--- config.mk ---
export PLATFORM = sky130hd
export DESIGN_NAME = nvac_eeprom_ctrl
export DESIGN_NICKNAME = d
export VERILOG_FILES = /design/src/nvac_pkg.sv /design/src/nvac_eeprom_ctrl.sv /design/src/nvac_write_timer.sv
export SDC_FILE = /design/constraint.sdc
export NUM_CORES = 2
export LEC_CHECK = 0
export BUFFER_PORTS_ARGS = -buffer_cell sky130_fd_sc_hd__buf_2
export CAP_MARGIN = 0
export CORE_UTILIZATION = 35
export CTS_CLUSTER_SIZE = 25
export DETAILED_ROUTE_END_ITERATION = 10
export HOLD_SLACK_MARGIN = 0.08
export SETUP_SLACK_MARGIN = 0.15
export SKIP_CTS_REPAIR_TIMING = 1
export SLEW_MARGIN = 40
export SYNTH_ARGS = -nofsm -noshare
export SYNTH_HDL_FRONTEND = slang
export SYNTH_HIERARCHICAL = 1
export SYNTH_SLANG_ARGS = --single-unit
--- constraint.sdc ---
create_clock -name mclk -period 10.67 [get_ports mclk]
set_input_delay 1.067 -clock mclk [delete_from_list [all_inputs] [get_ports mclk]]
set_output_delay 1.067 -clock mclk [all_outputs]
set_load 0.01 [all_outputs]
--- src/nvac_pkg.sv ---
// Overview of operation
// - program-enable must be set first; while clear, no programming cycle can start
// - setting program strobe starts a programming cycle; hardware clears it when done
// - program strobe set without program-enable already high is ignored
// - fetch-enable must be set first; while clear, no read cycle can start
// - setting fetch strobe starts a read cycle; hardware clears it when done
// - fetch strobe set while fetch-enable is low is ignored
// - upper four control bits are unimplemented and read as zero
// - data byte register holds the read byte until next read or software write
// - programming time comes from a timer asynchronous to the system clock
// - power-on clears program-enable so nothing is programmed until enabled
// - programming end sets the interrupt flag; vector only if enabled and stack free
// - servicing the interrupt clears the interrupt flag automatically
// - bank select resets to zero; control register lives only in bank 1
// - array holds 512 or 1024 bytes; upper address bits sit in high register
package nvac_pkg;
	// special function register offsets on the cpu side
	localparam logic [7:0] NVAC_INDIRECT_PORT_OFS = 8'h02;
	localparam logic [7:0] NVAC_POINTER_OFS = 8'h03;
	localparam logic [7:0] NVAC_BANK_SELECT_OFS = 8'h04;
	localparam logic [7:0] NVAC_ADDR_LOW_OFS = 8'h20;
	localparam logic [7:0] NVAC_ADDR_HIGH_OFS = 8'h21;
	localparam logic [7:0] NVAC_DATA_BYTE_OFS = 8'h22;
	localparam logic [7:0] NVAC_CONTROL_OFS = 8'h40;
	localparam logic [7:0] NVAC_CONTROL_BANK = 8'h01;
	localparam logic [7:0] NVAC_DATA_BANK = 8'h00;
	// control register fields
	localparam int NVAC_FETCH_BIT = 0;
	localparam int NVAC_FETCH_EN_BIT = 1;
	localparam int NVAC_PROG_BIT = 2;
	localparam int NVAC_PROG_EN_BIT = 3;
	// values after reset
	localparam logic [7:0] NVAC_BYTE_RESET = 8'h00;
	localparam logic [3:0] NVAC_CONTROL_RESET = 4'h0;
	// array depth and cycle counts
	localparam int NVAC_DEPTH = 512;
	localparam int NVAC_READ_CYCLES = 4;
	localparam int NVAC_WRITE_TICKS = 8;

	typedef struct packed {
		logic [7:0] addr; // register offset
		logic wr; // write this cycle
		logic rd; // read this cycle
		logic [7:0] wdata; // write data
	} nvac_sfr_req_t;

	typedef enum logic [1:0] {
		NVAC_IDLE,
		NVAC_READING,
		NVAC_WRITING
	} nvac_state_t;
endpackage : nvac_pkg

--- src/nvac_eeprom_ctrl.sv ---
`timescale 1ns/1ns
`default_nettype none
module nvac_eeprom_ctrl #(
	parameter int DEPTH = nvac_pkg::NVAC_DEPTH,
	parameter int READ_CYCLES = nvac_pkg::NVAC_READ_CYCLES,
	parameter int WRITE_TICKS = nvac_pkg::NVAC_WRITE_TICKS
) (
	input wire logic mclk, // system clock, 100 MHz
	input wire logic rst_n, // power-on reset, async, active low
	input wire nvac_pkg::nvac_sfr_req_t sfrReq, // cpu register access
	output logic [7:0] sfrRdata, // read data, one cycle after request
	input wire logic timerTick, // slow programming timer clock, async
	input wire logic nvIrqEnable, // eeprom interrupt enable
	input wire logic globalIrqEnable, // global interrupt enable
	input wire logic stackFull, // cpu stack has no free entry
	input wire logic irqAck, // cpu is servicing the eeprom interrupt
	output logic nvIrqFlag, // eeprom interrupt request flag
	output logic irqReq, // vector request to the cpu
	output logic busy // read or programming cycle in progress
);
	localparam int AW = $clog2(DEPTH);
	localparam int HW = AW - 8;
	localparam int RCW = $clog2(READ_CYCLES + 1);

	// register state
	logic [7:0] addrLow_q;
	logic [HW-1:0] addrHigh_q;
	logic [7:0] dataByte_q;
	logic [7:0] pointer_q;
	logic [7:0] bankSelect_q;
	logic programEnable_q;
	logic programStrobe_q;
	logic fetchEnable_q;
	logic fetchStrobe_q;
	logic irqFlag_q;
	logic irqReq_q;
	logic busy_q;
	logic [7:0] rdata_q;

	// cycle state
	nvac_pkg::nvac_state_t state_q;
	logic [RCW-1:0] readCount_q;
	logic [AW-1:0] cycleAddr_q;
	logic [7:0] cycleData_q;
	logic [7:0] mem [DEPTH];

	// decode wires
	logic indirect;
	logic [7:0] effBank;
	logic [7:0] effOfs;
	logic hitAddrLow;
	logic hitAddrHigh;
	logic hitDataByte;
	logic hitControl;
	logic hitPointer;
	logic hitBank;
	logic writeCtrl;
	logic startProgram;
	logic startFetch;
	logic readDone;
	logic writeDone;
	logic [7:0] controlRead;
	logic [7:0] readMux;

	// the indirect port substitutes the pointer for the offset
	always_comb begin
		indirect = (sfrReq.addr == nvac_pkg::NVAC_INDIRECT_PORT_OFS);
		effBank = bankSelect_q;
		effOfs = indirect ? pointer_q : sfrReq.addr;
	end

	// address decode; control only through the indirect port in bank 1
	always_comb begin
		hitAddrLow = 1'b0;
		hitAddrHigh = 1'b0;
		hitDataByte = 1'b0;
		hitControl = 1'b0;
		hitPointer = 1'b0;
		hitBank = 1'b0;
		if (!indirect && sfrReq.addr == nvac_pkg::NVAC_POINTER_OFS) begin
			hitPointer = 1'b1;
		end else if (!indirect && sfrReq.addr == nvac_pkg::NVAC_BANK_SELECT_OFS) begin
			hitBank = 1'b1;
		end else if (indirect && effBank == nvac_pkg::NVAC_CONTROL_BANK
				&& effOfs == nvac_pkg::NVAC_CONTROL_OFS) begin
			hitControl = 1'b1;
		end else if (effBank == nvac_pkg::NVAC_DATA_BANK) begin
			if (effOfs == nvac_pkg::NVAC_ADDR_LOW_OFS) begin
				hitAddrLow = 1'b1;
			end else if (effOfs == nvac_pkg::NVAC_ADDR_HIGH_OFS) begin
				hitAddrHigh = 1'b1;
			end else if (effOfs == nvac_pkg::NVAC_DATA_BYTE_OFS) begin
				hitDataByte = 1'b1;
			end
		end
	end

	// strobe sets need the enable already stored and an idle engine;
	// an enable written in the same instruction does not count
	always_comb begin
		writeCtrl = sfrReq.wr && hitControl;
		startProgram = writeCtrl && sfrReq.wdata[nvac_pkg::NVAC_PROG_BIT]
			&& programEnable_q && !busy_q;
		// if both strobes arrive together, programming takes precedence
		startFetch = writeCtrl && sfrReq.wdata[nvac_pkg::NVAC_FETCH_BIT]
			&& fetchEnable_q && !busy_q && !startProgram;
	end

	// control register readback; unimplemented bits are zero
	always_comb begin
		controlRead = 8'h00;
		controlRead[nvac_pkg::NVAC_FETCH_BIT] = fetchStrobe_q;
		controlRead[nvac_pkg::NVAC_FETCH_EN_BIT] = fetchEnable_q;
		controlRead[nvac_pkg::NVAC_PROG_BIT] = programStrobe_q;
		controlRead[nvac_pkg::NVAC_PROG_EN_BIT] = programEnable_q;
	end

	// read mux; unmapped offsets read zero
	always_comb begin
		readMux = 8'h00;
		if (hitAddrLow) begin
			readMux = addrLow_q;
		end else if (hitAddrHigh) begin
			readMux = 8'(addrHigh_q);
		end else if (hitDataByte) begin
			readMux = dataByte_q;
		end else if (hitControl) begin
			readMux = controlRead;
		end else if (hitPointer) begin
			readMux = pointer_q;
		end else if (hitBank) begin
			readMux = bankSelect_q;
		end
	end

	// registered read data
	always_ff @(posedge mclk or negedge rst_n) begin
		if (!rst_n) begin
			rdata_q <= nvac_pkg::NVAC_BYTE_RESET;
		end else if (sfrReq.rd) begin
			rdata_q <= readMux;
		end
	end

	// pointer and bank select; bank 0 after power-on keeps control hidden
	always_ff @(posedge mclk or negedge rst_n) begin
		if (!rst_n) begin
			pointer_q <= nvac_pkg::NVAC_BYTE_RESET;
			bankSelect_q <= nvac_pkg::NVAC_BYTE_RESET;
		end else begin
			if (sfrReq.wr && hitPointer) begin
				pointer_q <= sfrReq.wdata;
			end
			if (sfrReq.wr && hitBank) begin
				bankSelect_q <= sfrReq.wdata;
			end
		end
	end

	// address registers; high register keeps only the implemented bits
	always_ff @(posedge mclk or negedge rst_n) begin
		if (!rst_n) begin
			addrLow_q <= nvac_pkg::NVAC_BYTE_RESET;
			addrHigh_q <= '0;
		end else begin
			if (sfrReq.wr && hitAddrLow) begin
				addrLow_q <= sfrReq.wdata;
			end
			if (sfrReq.wr && hitAddrHigh) begin
				addrHigh_q <= sfrReq.wdata[HW-1:0];
			end
		end
	end

	// data byte: a finished read overrides a software write in the same cycle
	always_ff @(posedge mclk or negedge rst_n) begin
		if (!rst_n) begin
			dataByte_q <= nvac_pkg::NVAC_BYTE_RESET;
		end else if (readDone) begin
			dataByte_q <= mem[cycleAddr_q];
		end else if (sfrReq.wr && hitDataByte) begin
			dataByte_q <= sfrReq.wdata;
		end
	end

	// enable bits are plain storage; power-on leaves all of them clear
	always_ff @(posedge mclk or negedge rst_n) begin
		if (!rst_n) begin
			programEnable_q <= nvac_pkg::NVAC_CONTROL_RESET[nvac_pkg::NVAC_PROG_EN_BIT];
			fetchEnable_q <= nvac_pkg::NVAC_CONTROL_RESET[nvac_pkg::NVAC_FETCH_EN_BIT];
		end else if (writeCtrl) begin
			programEnable_q <= sfrReq.wdata[nvac_pkg::NVAC_PROG_EN_BIT];
			fetchEnable_q <= sfrReq.wdata[nvac_pkg::NVAC_FETCH_EN_BIT];
		end
	end

	// strobes: set only by an accepted start, cleared only by hardware;
	// software writing zero cannot abort a cycle already under way
	always_ff @(posedge mclk or negedge rst_n) begin
		if (!rst_n) begin
			programStrobe_q <= nvac_pkg::NVAC_CONTROL_RESET[nvac_pkg::NVAC_PROG_BIT];
			fetchStrobe_q <= nvac_pkg::NVAC_CONTROL_RESET[nvac_pkg::NVAC_FETCH_BIT];
		end else begin
			if (startProgram) begin
				programStrobe_q <= 1'b1;
			end else if (writeDone) begin
				programStrobe_q <= 1'b0;
			end
			if (startFetch) begin
				fetchStrobe_q <= 1'b1;
			end else if (readDone) begin
				fetchStrobe_q <= 1'b0;
			end
		end
	end

	// cycle engine; address and data are captured at the start so later
	// register writes cannot disturb a cycle in flight
	always_ff @(posedge mclk or negedge rst_n) begin
		if (!rst_n) begin
			state_q <= nvac_pkg::NVAC_IDLE;
			readCount_q <= '0;
			cycleAddr_q <= '0;
			cycleData_q <= nvac_pkg::NVAC_BYTE_RESET;
			busy_q <= 1'b0;
		end else begin
			case (state_q)
				nvac_pkg::NVAC_IDLE: begin
					if (startProgram) begin
						state_q <= nvac_pkg::NVAC_WRITING;
						cycleAddr_q <= {addrHigh_q, addrLow_q};
						cycleData_q <= dataByte_q;
						busy_q <= 1'b1;
					end else if (startFetch) begin
						state_q <= nvac_pkg::NVAC_READING;
						cycleAddr_q <= {addrHigh_q, addrLow_q};
						readCount_q <= '0;
						busy_q <= 1'b1;
					end
				end
				nvac_pkg::NVAC_READING: begin
					if (readDone) begin
						state_q <= nvac_pkg::NVAC_IDLE;
						busy_q <= 1'b0;
					end else begin
						readCount_q <= readCount_q + 1'b1;
					end
				end
				nvac_pkg::NVAC_WRITING: begin
					if (writeDone) begin
						state_q <= nvac_pkg::NVAC_IDLE;
						busy_q <= 1'b0;
					end
				end
				default: begin
					state_q <= nvac_pkg::NVAC_IDLE;
					busy_q <= 1'b0;
				end
			endcase
		end
	end

	assign readDone = (state_q == nvac_pkg::NVAC_READING)
		&& (readCount_q == RCW'(READ_CYCLES - 1));

	// programming time is set by the slow asynchronous timer
	nvac_write_timer #(
		.TICKS(WRITE_TICKS)
	) writeTimer (
		.mclk(mclk),
		.rst_n(rst_n),
		.start(startProgram),
		.tickPin(timerTick),
		.done(writeDone)
	);

	// array storage; no reset, contents survive like the real cells
	always_ff @(posedge mclk) begin
		if (writeDone) begin
			mem[cycleAddr_q] <= cycleData_q;
		end
	end

	// request flag: set at end of programming, cleared on service;
	// a set in the same cycle as the acknowledge wins
	always_ff @(posedge mclk or negedge rst_n) begin
		if (!rst_n) begin
			irqFlag_q <= 1'b0;
		end else if (writeDone) begin
			irqFlag_q <= 1'b1;
		end else if (irqAck) begin
			irqFlag_q <= 1'b0;
		end
	end

	// vector request needs both enables and a free stack entry
	always_ff @(posedge mclk or negedge rst_n) begin
		if (!rst_n) begin
			irqReq_q <= 1'b0;
		end else begin
			irqReq_q <= (irqFlag_q || writeDone) && !(irqAck && !writeDone)
				&& nvIrqEnable && globalIrqEnable && !stackFull;
		end
	end

	assign sfrRdata = rdata_q;
	assign nvIrqFlag = irqFlag_q;
	assign irqReq = irqReq_q;
	assign busy = busy_q;
endmodule : nvac_eeprom_ctrl
`default_nettype wire

--- src/nvac_write_timer.sv ---
`timescale 1ns/1ns
`default_nettype none
module nvac_write_timer #(
	parameter int TICKS = nvac_pkg::NVAC_WRITE_TICKS
) (
	input wire logic mclk, // system clock
	input wire logic rst_n, // async reset, active low
	input wire logic start, // begin timing a programming cycle
	input wire logic tickPin, // free-running slow timer clock, async
	output logic done // one-cycle pulse at end of timing
);
	localparam int CW = $clog2(TICKS + 1);
	logic tickSync1_q;
	logic tickSync2_q;
	logic tickPrev_q;
	logic running_q;
	logic [CW-1:0] count_q;
	logic tickEdge;

	// two-stage synchroniser; first stage feeds only the second
	always_ff @(posedge mclk or negedge rst_n) begin
		if (!rst_n) begin
			tickSync1_q <= 1'b0;
			tickSync2_q <= 1'b0;
			tickPrev_q <= 1'b0;
		end else begin
			tickSync1_q <= tickPin;
			tickSync2_q <= tickSync1_q;
			tickPrev_q <= tickSync2_q;
		end
	end

	assign tickEdge = tickSync2_q & ~tickPrev_q;

	// cycle length depends on the slow timer, not on mclk
	always_ff @(posedge mclk or negedge rst_n) begin
		if (!rst_n) begin
			running_q <= 1'b0;
			count_q <= '0;
			done <= 1'b0;
		end else begin
			done <= 1'b0;
			if (start) begin
				running_q <= 1'b1;
				count_q <= '0;
			end else if (running_q && tickEdge) begin
				if (count_q == CW'(TICKS - 1)) begin
					running_q <= 1'b0;
					done <= 1'b1;
				end else begin
					count_q <= count_q + 1'b1;
				end
			end
		end
	end
endmodule : nvac_write_timer
`default_nettype wire

# Word-level counts from Yosys, hierarchy flattened
# Memories as Yosys holds them, arrays and structs flattened.
# Index checks and enable logic that the tools add are counted.
[op_classes]
add_sub_neg = 2
eq_ne = 19
n_mux = 64
n_bitwise = 2
n_reduce_logical = 47
[op_table]
columns = ["cell", "n"]
rows = [
  ["two-way mux 8 bit", 9],
  ["two-way mux 1 bit", 40],
  ["== test 8 x 6 -> 1 bit (second input constant)", 3],
  ["logical AND 1 bit", 24],
  ["two-way mux 9 bit", 2],
  ["== test 8 x 2 -> 1 bit (second input constant)", 2],
  ["nonzero test 2 bit", 8],
  ["two-way mux 4 bit", 3],
  ["inequality test 2 bit (second input constant)", 5],
  ["two-way mux 3 bit", 3],
  ["== test 8 x 1 -> 1 bit (second input constant)", 1],
  ["== test 8 x 3 -> 1 bit (second input constant)", 1],
  ["== test 8 x 7 -> 1 bit (second input constant)", 1],
  ["zero test 8 bit", 1],
  ["two-way mux 2 bit", 4],
  ["AND reduction 2 bit", 4],
  ["zero test 1 bit", 6],
  ["case mux 2 bit (3 select lines)", 1],
  ["case mux 3 bit (2 select lines)", 1],
  ["adder 4 x 1 -> 4 bit (second input constant)", 1],
  ["== test 4 x 3 -> 1 bit (second input constant)", 1],
  ["AND reduction 4 bit", 1],
  ["adder 3 x 1 -> 3 bit (second input constant)", 1],
  ["== test 3 x 2 -> 1 bit (second input constant)", 1],
  ["10 further kinds", 10],
]
[totals]
regBits = 79
ram_bits = 4096
word_cells = 158
memories = 1
[mem_list]
columns = ["memory", "depth", "word_bits", "read_ports", "rd_ports_with_merged_regs", "wr", "line", "rtl"]
rows = [
  ["mem", 512, 8, 1, 0, 1, "nvac_eeprom_ctrl.sv:45", "logic [7:0] mem [DEPTH];"],
]

# Depth between registers and ports, before layout
[depth]
depth_word = 16
ltp_mapped = 14
depth_no_buf = 9

# Modules after synthesis
# Netlist, hierarchy kept.
[by_module_without_submodules]
columns = ["module", "n_inst", "cells_each", "area_each_um2"]
rows = [
  ["nvac_eeprom_ctrl", 1, 7686, 161895.3],
  ["nvac_write_timer", 1, 30, 376.6],
]

# Least setup slack after synthesis
# Ideal clock, no wire load.
[synth_timing]
path_kind = "flip-flop to flip-flop"
from = "register cycleData_q[0]"
to = "memory mem[0][0] (data pin)"
t_arrival_ns = 6.061
required_time_ns = 9.266
slack_ns = 3.206
stages_incl_launch_ff = 1
synth_period_minus_slack_ns = 7.464
cell_sequence = "dfrtp_1"
[synth_rtl]
columns = ["element", "line", "rtl"]
rows = [
  ["start: declaration", "nvac_eeprom_ctrl.sv:44", "logic [7:0] cycleData_q;"],
  ["start signal: assignment", "nvac_eeprom_ctrl.sv:224", "cycleData_q <= nvac_pkg::NVAC_BYTE_RESET;"],
  ["start signal: assignment", "nvac_eeprom_ctrl.sv:232", "cycleData_q <= dataByte_q;"],
  ["end: declaration", "nvac_eeprom_ctrl.sv:45", ""],
]
# No word-level cell before the write port.

# Worst setup path in the final report
[layout_timing]
from = "register cycleAddr_q[0]"
to = "register dataByte_q[0]"
[layout_via]
elab_chain_cells = 2
[layout_rtl]
columns = ["element", "line", "rtl"]
rows = [
  ["start: declaration", "nvac_eeprom_ctrl.sv:43", "logic [AW-1:0] cycleAddr_q;"],
  ["start signal: assignment", "nvac_eeprom_ctrl.sv:231", "cycleAddr_q <= {addrHigh_q, addrLow_q};"],
  ["start signal: assignment", "nvac_eeprom_ctrl.sv:236", "cycleAddr_q <= {addrHigh_q, addrLow_q};"],
  ["memory (512 x 8 bit)", "n/a", ""],
  ["two-way mux 8 bit", "nvac_eeprom_ctrl.sv:179", "end else if (readDone) begin"],
  ["end signal: assignment", "nvac_eeprom_ctrl.sv:178", "dataByte_q <= nvac_pkg::NVAC_BYTE_RESET;"],
  ["end signal: assignment", "nvac_eeprom_ctrl.sv:180", "dataByte_q <= mem[cycleAddr_q];"],
  ["end signal: assignment", "nvac_eeprom_ctrl.sv:182", "dataByte_q <= sfrReq.wdata;"],
  ["end: declaration", "nvac_eeprom_ctrl.sv:28", "logic [7:0] dataByte_q;"],
]
# No other way between the ends.
# A chain may end at the register's enable or synchronous reset.

==> impl_metrics.toml <==
[status]
status = "completed"

[yosys]
synth_area_sq_um = 162000
ys_seq_area_share_pct = 77.0
synth_fp_nets = 7744
synth_edf_count = 4096
synth-compound-area-share_pct = 2.75
synth-simple-area-share_pct = 3.01
ys.flop_type = "edfxtp_1"
yosysUniqueCellTypes = 84
synthXorXnorAreaFrac_pct = 0
yosysTopAreaCell = "edfxtp_1"
avgSynthCellArea_sq_um = 21.0
synthMuxAreaShare_pct = 15.6
synth_top_area_share_pct = 75.8
yosysWarnings = 6
synth-async-reset-ratio_pct = 1.89
ys_seq_elements = 4175
synth_top_family_by_area = "multiplexers"
synth-adder-area-share_pct = 0.0231
synth_area_leaders = "edfxtp_1, mux4_2, mux2i_1, nor2_1, dfrtp_1"
synthCells = 7716

[timing]
slew_violations = 0
rsz0062_at_grt = "false"
fmax_ghz = 0.190
worstMarginPinSlew_ns = 0.978
hold_viol_final = 0
finalSetupViolations = 0
skew_ns = 0.0608
final.setup.worst_slack_ns = 5.40
worst_hold_slack_ns = 0.171
fin_crit_ns = 5.27
period_share_pct = 49.4
setup-tns-final_ns = 0
relSlewSlack_pct = 34.8

[clock_network]
h-tree-depth = 5
clk_latency_ns = 1.00
numCtsBuffers = 414
clk_path_buf_depth = 4
cts_sinks = 4175
root_buffer = "clkbuf_16"
cts_tree = "done"
path_clk_slew_ns = 0.07

[placed_design]
place_ws_ns = 5.34
numPortBuffers = 35
place_congestion = 0.934
place_hpwl_microns = 313000

[global_route]
grt_pass1_vias = 83100
antenna_found_initial = 33
track_usage_pct = 21.1
grt_first_pass_wirelength_microns = 690000
gr-total-overflow = 0
grt_max_degree = 197

[finish]
syn_to_final_growth_pct = 14.1
fin_nets = 7955
nFillCells = 40100
layout-drive-gt1-share_pct = 29.3
utilization_pct = 40.2

[detailed_routing]
first_iter_violations = 13300
firstDrtPassIters = 8
drc = 0
num_vias = 84600
drt-total-wl_microns = 502000
post_drt_wl_per_cell_microns = 34.8
ant_nets = 0
vias_per_cell = 5.87

[critical_path]
end_kind = "flip-flop"
worstPathArrival_ns = 6.16
startpoint_type = "flip-flop"
criticalPathCategory = "flip-flop to flip-flop"
cp_max_fo = 34
cp.required_ns = 11.55

[power_and_ir_drop]
leakage_nw = 65.7
powerDensity_nw_per_um2 = 175
ir_worst_vdd_mv = 0.132

[hold_path]
hold_class = "primary input to flip-flop"

[job]
cap_viol_max_count = 0

[die]
fp-row-count = 249
ios = 36
core_area_sq_um = 461000
fp.dieH_microns = 683
die_area_sq_um = 466000
dieWidth_microns = 683
initial_utilization_pct = 35.2
[worst paths after layout]
kind	slack, ns	depth (start not counted)	startpoint	endpoint
setup / recovery	5.40	11	cycleAddr_q[0]	dataByte_q[0]
hold / removal	0.17	1	timerTick	writeTimer/tickSync1_q
setup reg to reg	5.40	11	cycleAddr_q[0]	dataByte_q[0]
hold reg to reg	0.44	0	writeTimer/tickSync1_q	writeTimer/tickSync2_q
max in group asynchronous	9.20	3	rst_n	cycleAddr_q[3]
min in group asynchronous	0.52	2	rst_n	programEnable_q
[kinds of logic (layout without fill, tap and decap cells)]
| group | count (synthesis) | count (layout) |
|---|---|---|
| AOI/OAI and AO/OA | 623 | 623 |
| buffers and inverters | 495 | 1045 |
| other | 0 | 10 |
| muxes | 1309 | 1309 |
| adders and majority gates | 3 | 3 |
| DFF | 4175 | 4175 |
| and+or+nand+nor | 1111 | 1111 |
[synthesized netlist by cell type (7+ instances only)]
master,instances
o211ai_1,14
nand3_1,107
o2111ai_1,11
inv_1,9
and4_1,7
a22oi_1,169
a221oi_1,35
nand4_1,37
a41oi_1,9
o21ai_0,52
mux2i_1,267
a2111oi_0,9
buf_4,55
a211oi_1,18
buf_2,161
mux2_2,73
nand2b_1,9
nor3b_1,7
edfxtp_1,4096
a21oi_1,92
nor2_1,594
a31oi_1,42
a22o_1,23
clkbuf_1,201
a32oi_1,13
nor3_1,45
buf_6,34
nand2_1,199
o221ai_1,8
mux4_2,969
nor2b_1,24
dfrtp_1,79
buf_1,27
and2_1,9
and3b_1,7
and3_1,15
o22ai_1,49
a311oi_1,8
a222oi_1,8
o32ai_1,13
nor4_1,22
[registers in the layout, summed over array words and instances (netlist names), 2 cells and up]
name	flops
dataByte_q	8
cycleAddr_q	9
readCount_q	3
mem	4096
sfrRdata	8
pointer_q	8
writeTimer/count_q	4
addrLow_q	8
cycleData_q	8
state_q	2
bankSelect_q	8
[cells in the final DEF (no fill, tap or decap), types with 15 or more instances in the layout]
cell type,instances
a31oi_1,38
nand3_1,97
nand2_1,175
nor2b_1,17
a22oi_1,169
o21ai_0,43
buf_4,165
mux2_2,73
nor3_1,35
a22o_1,23
clkinv_1,93
mux2i_1,256
clkinv_2,79
clkinvlp_4,15
a21oi_1,84
a211oi_1,17
clkbuf_16,419
buf_2,36
clkbuf_1,80
nor2_1,207
nor2_2,384
dfrtp_1,66
nand2_2,18
bufinv_16,44
o22ai_1,48
nor4_1,18
edfxtp_1,4096
buf_12,24
a221oi_1,33
nand4_1,37
mux4_2,969
buf_6,41
[per-stage QoR]
| step | std cells | power, mW | cell area [sq um] |
|---|---|---|---|
| final | 14400 | 32.4 | 185000 |
| after floorplan | 7716 | 18.1 | 162000 |
| after global routing | 14400 | 33.0 | 185000 |
| after detailed placement | 13700 | 18.1 | 171000 |
| after CTS | 14400 | 32.5 | 184000 |
| after global placement | 13600 | 18.1 | 170000 |
[power by group]
group	switching [mW]	leakage [nW]	internal, mW
Combinational	0.0216	10.5	0.0127
Sequential	0.0129	48.7	17.7
Clock	6.33	6.54	8.28
Total	6.36	65.7	26.0
[worst max-delay path, stage by stage, from the launching register on]
cell	delay [ns]
dfrtp_4	0.62
buf_4	0.59
buf_4	0.67
buf_4	0.70
mux4_2	0.58
mux2i_1	0.35
nor2_1	0.08
a211oi_1	0.47
nand4_1	0.23
nor4_1	0.39
a31oi_1	0.17
a21o_1	0.19
[area by class of cell]
cell class                 count  area, sq um  area share (%)
tap                         6149         7690            4.16
sequential                  4175       125000            67.5
clock inverter               256         2660            1.44
antenna                       10         25.0          0.0135
multi-input combinational   3046        36300            19.6
inverter                      13         60.1          0.0324
timing repair buffer         277         2610            1.41
clock buffer                 499        10800            5.83
[per-layer routing]
layer | share of wire [%] | wire length [microns] | track usage, %
met2 | 45 | 225000 | 31.8
met5 | 0.043 | 215 | 0.0825
met4 | 5.2 | 26100 | 9.69
met1 | 38 | 190000 | 28.8
met3 | 12 | 60900 | 5.62
Note: power is estimated with default switching activity, not from simulation.
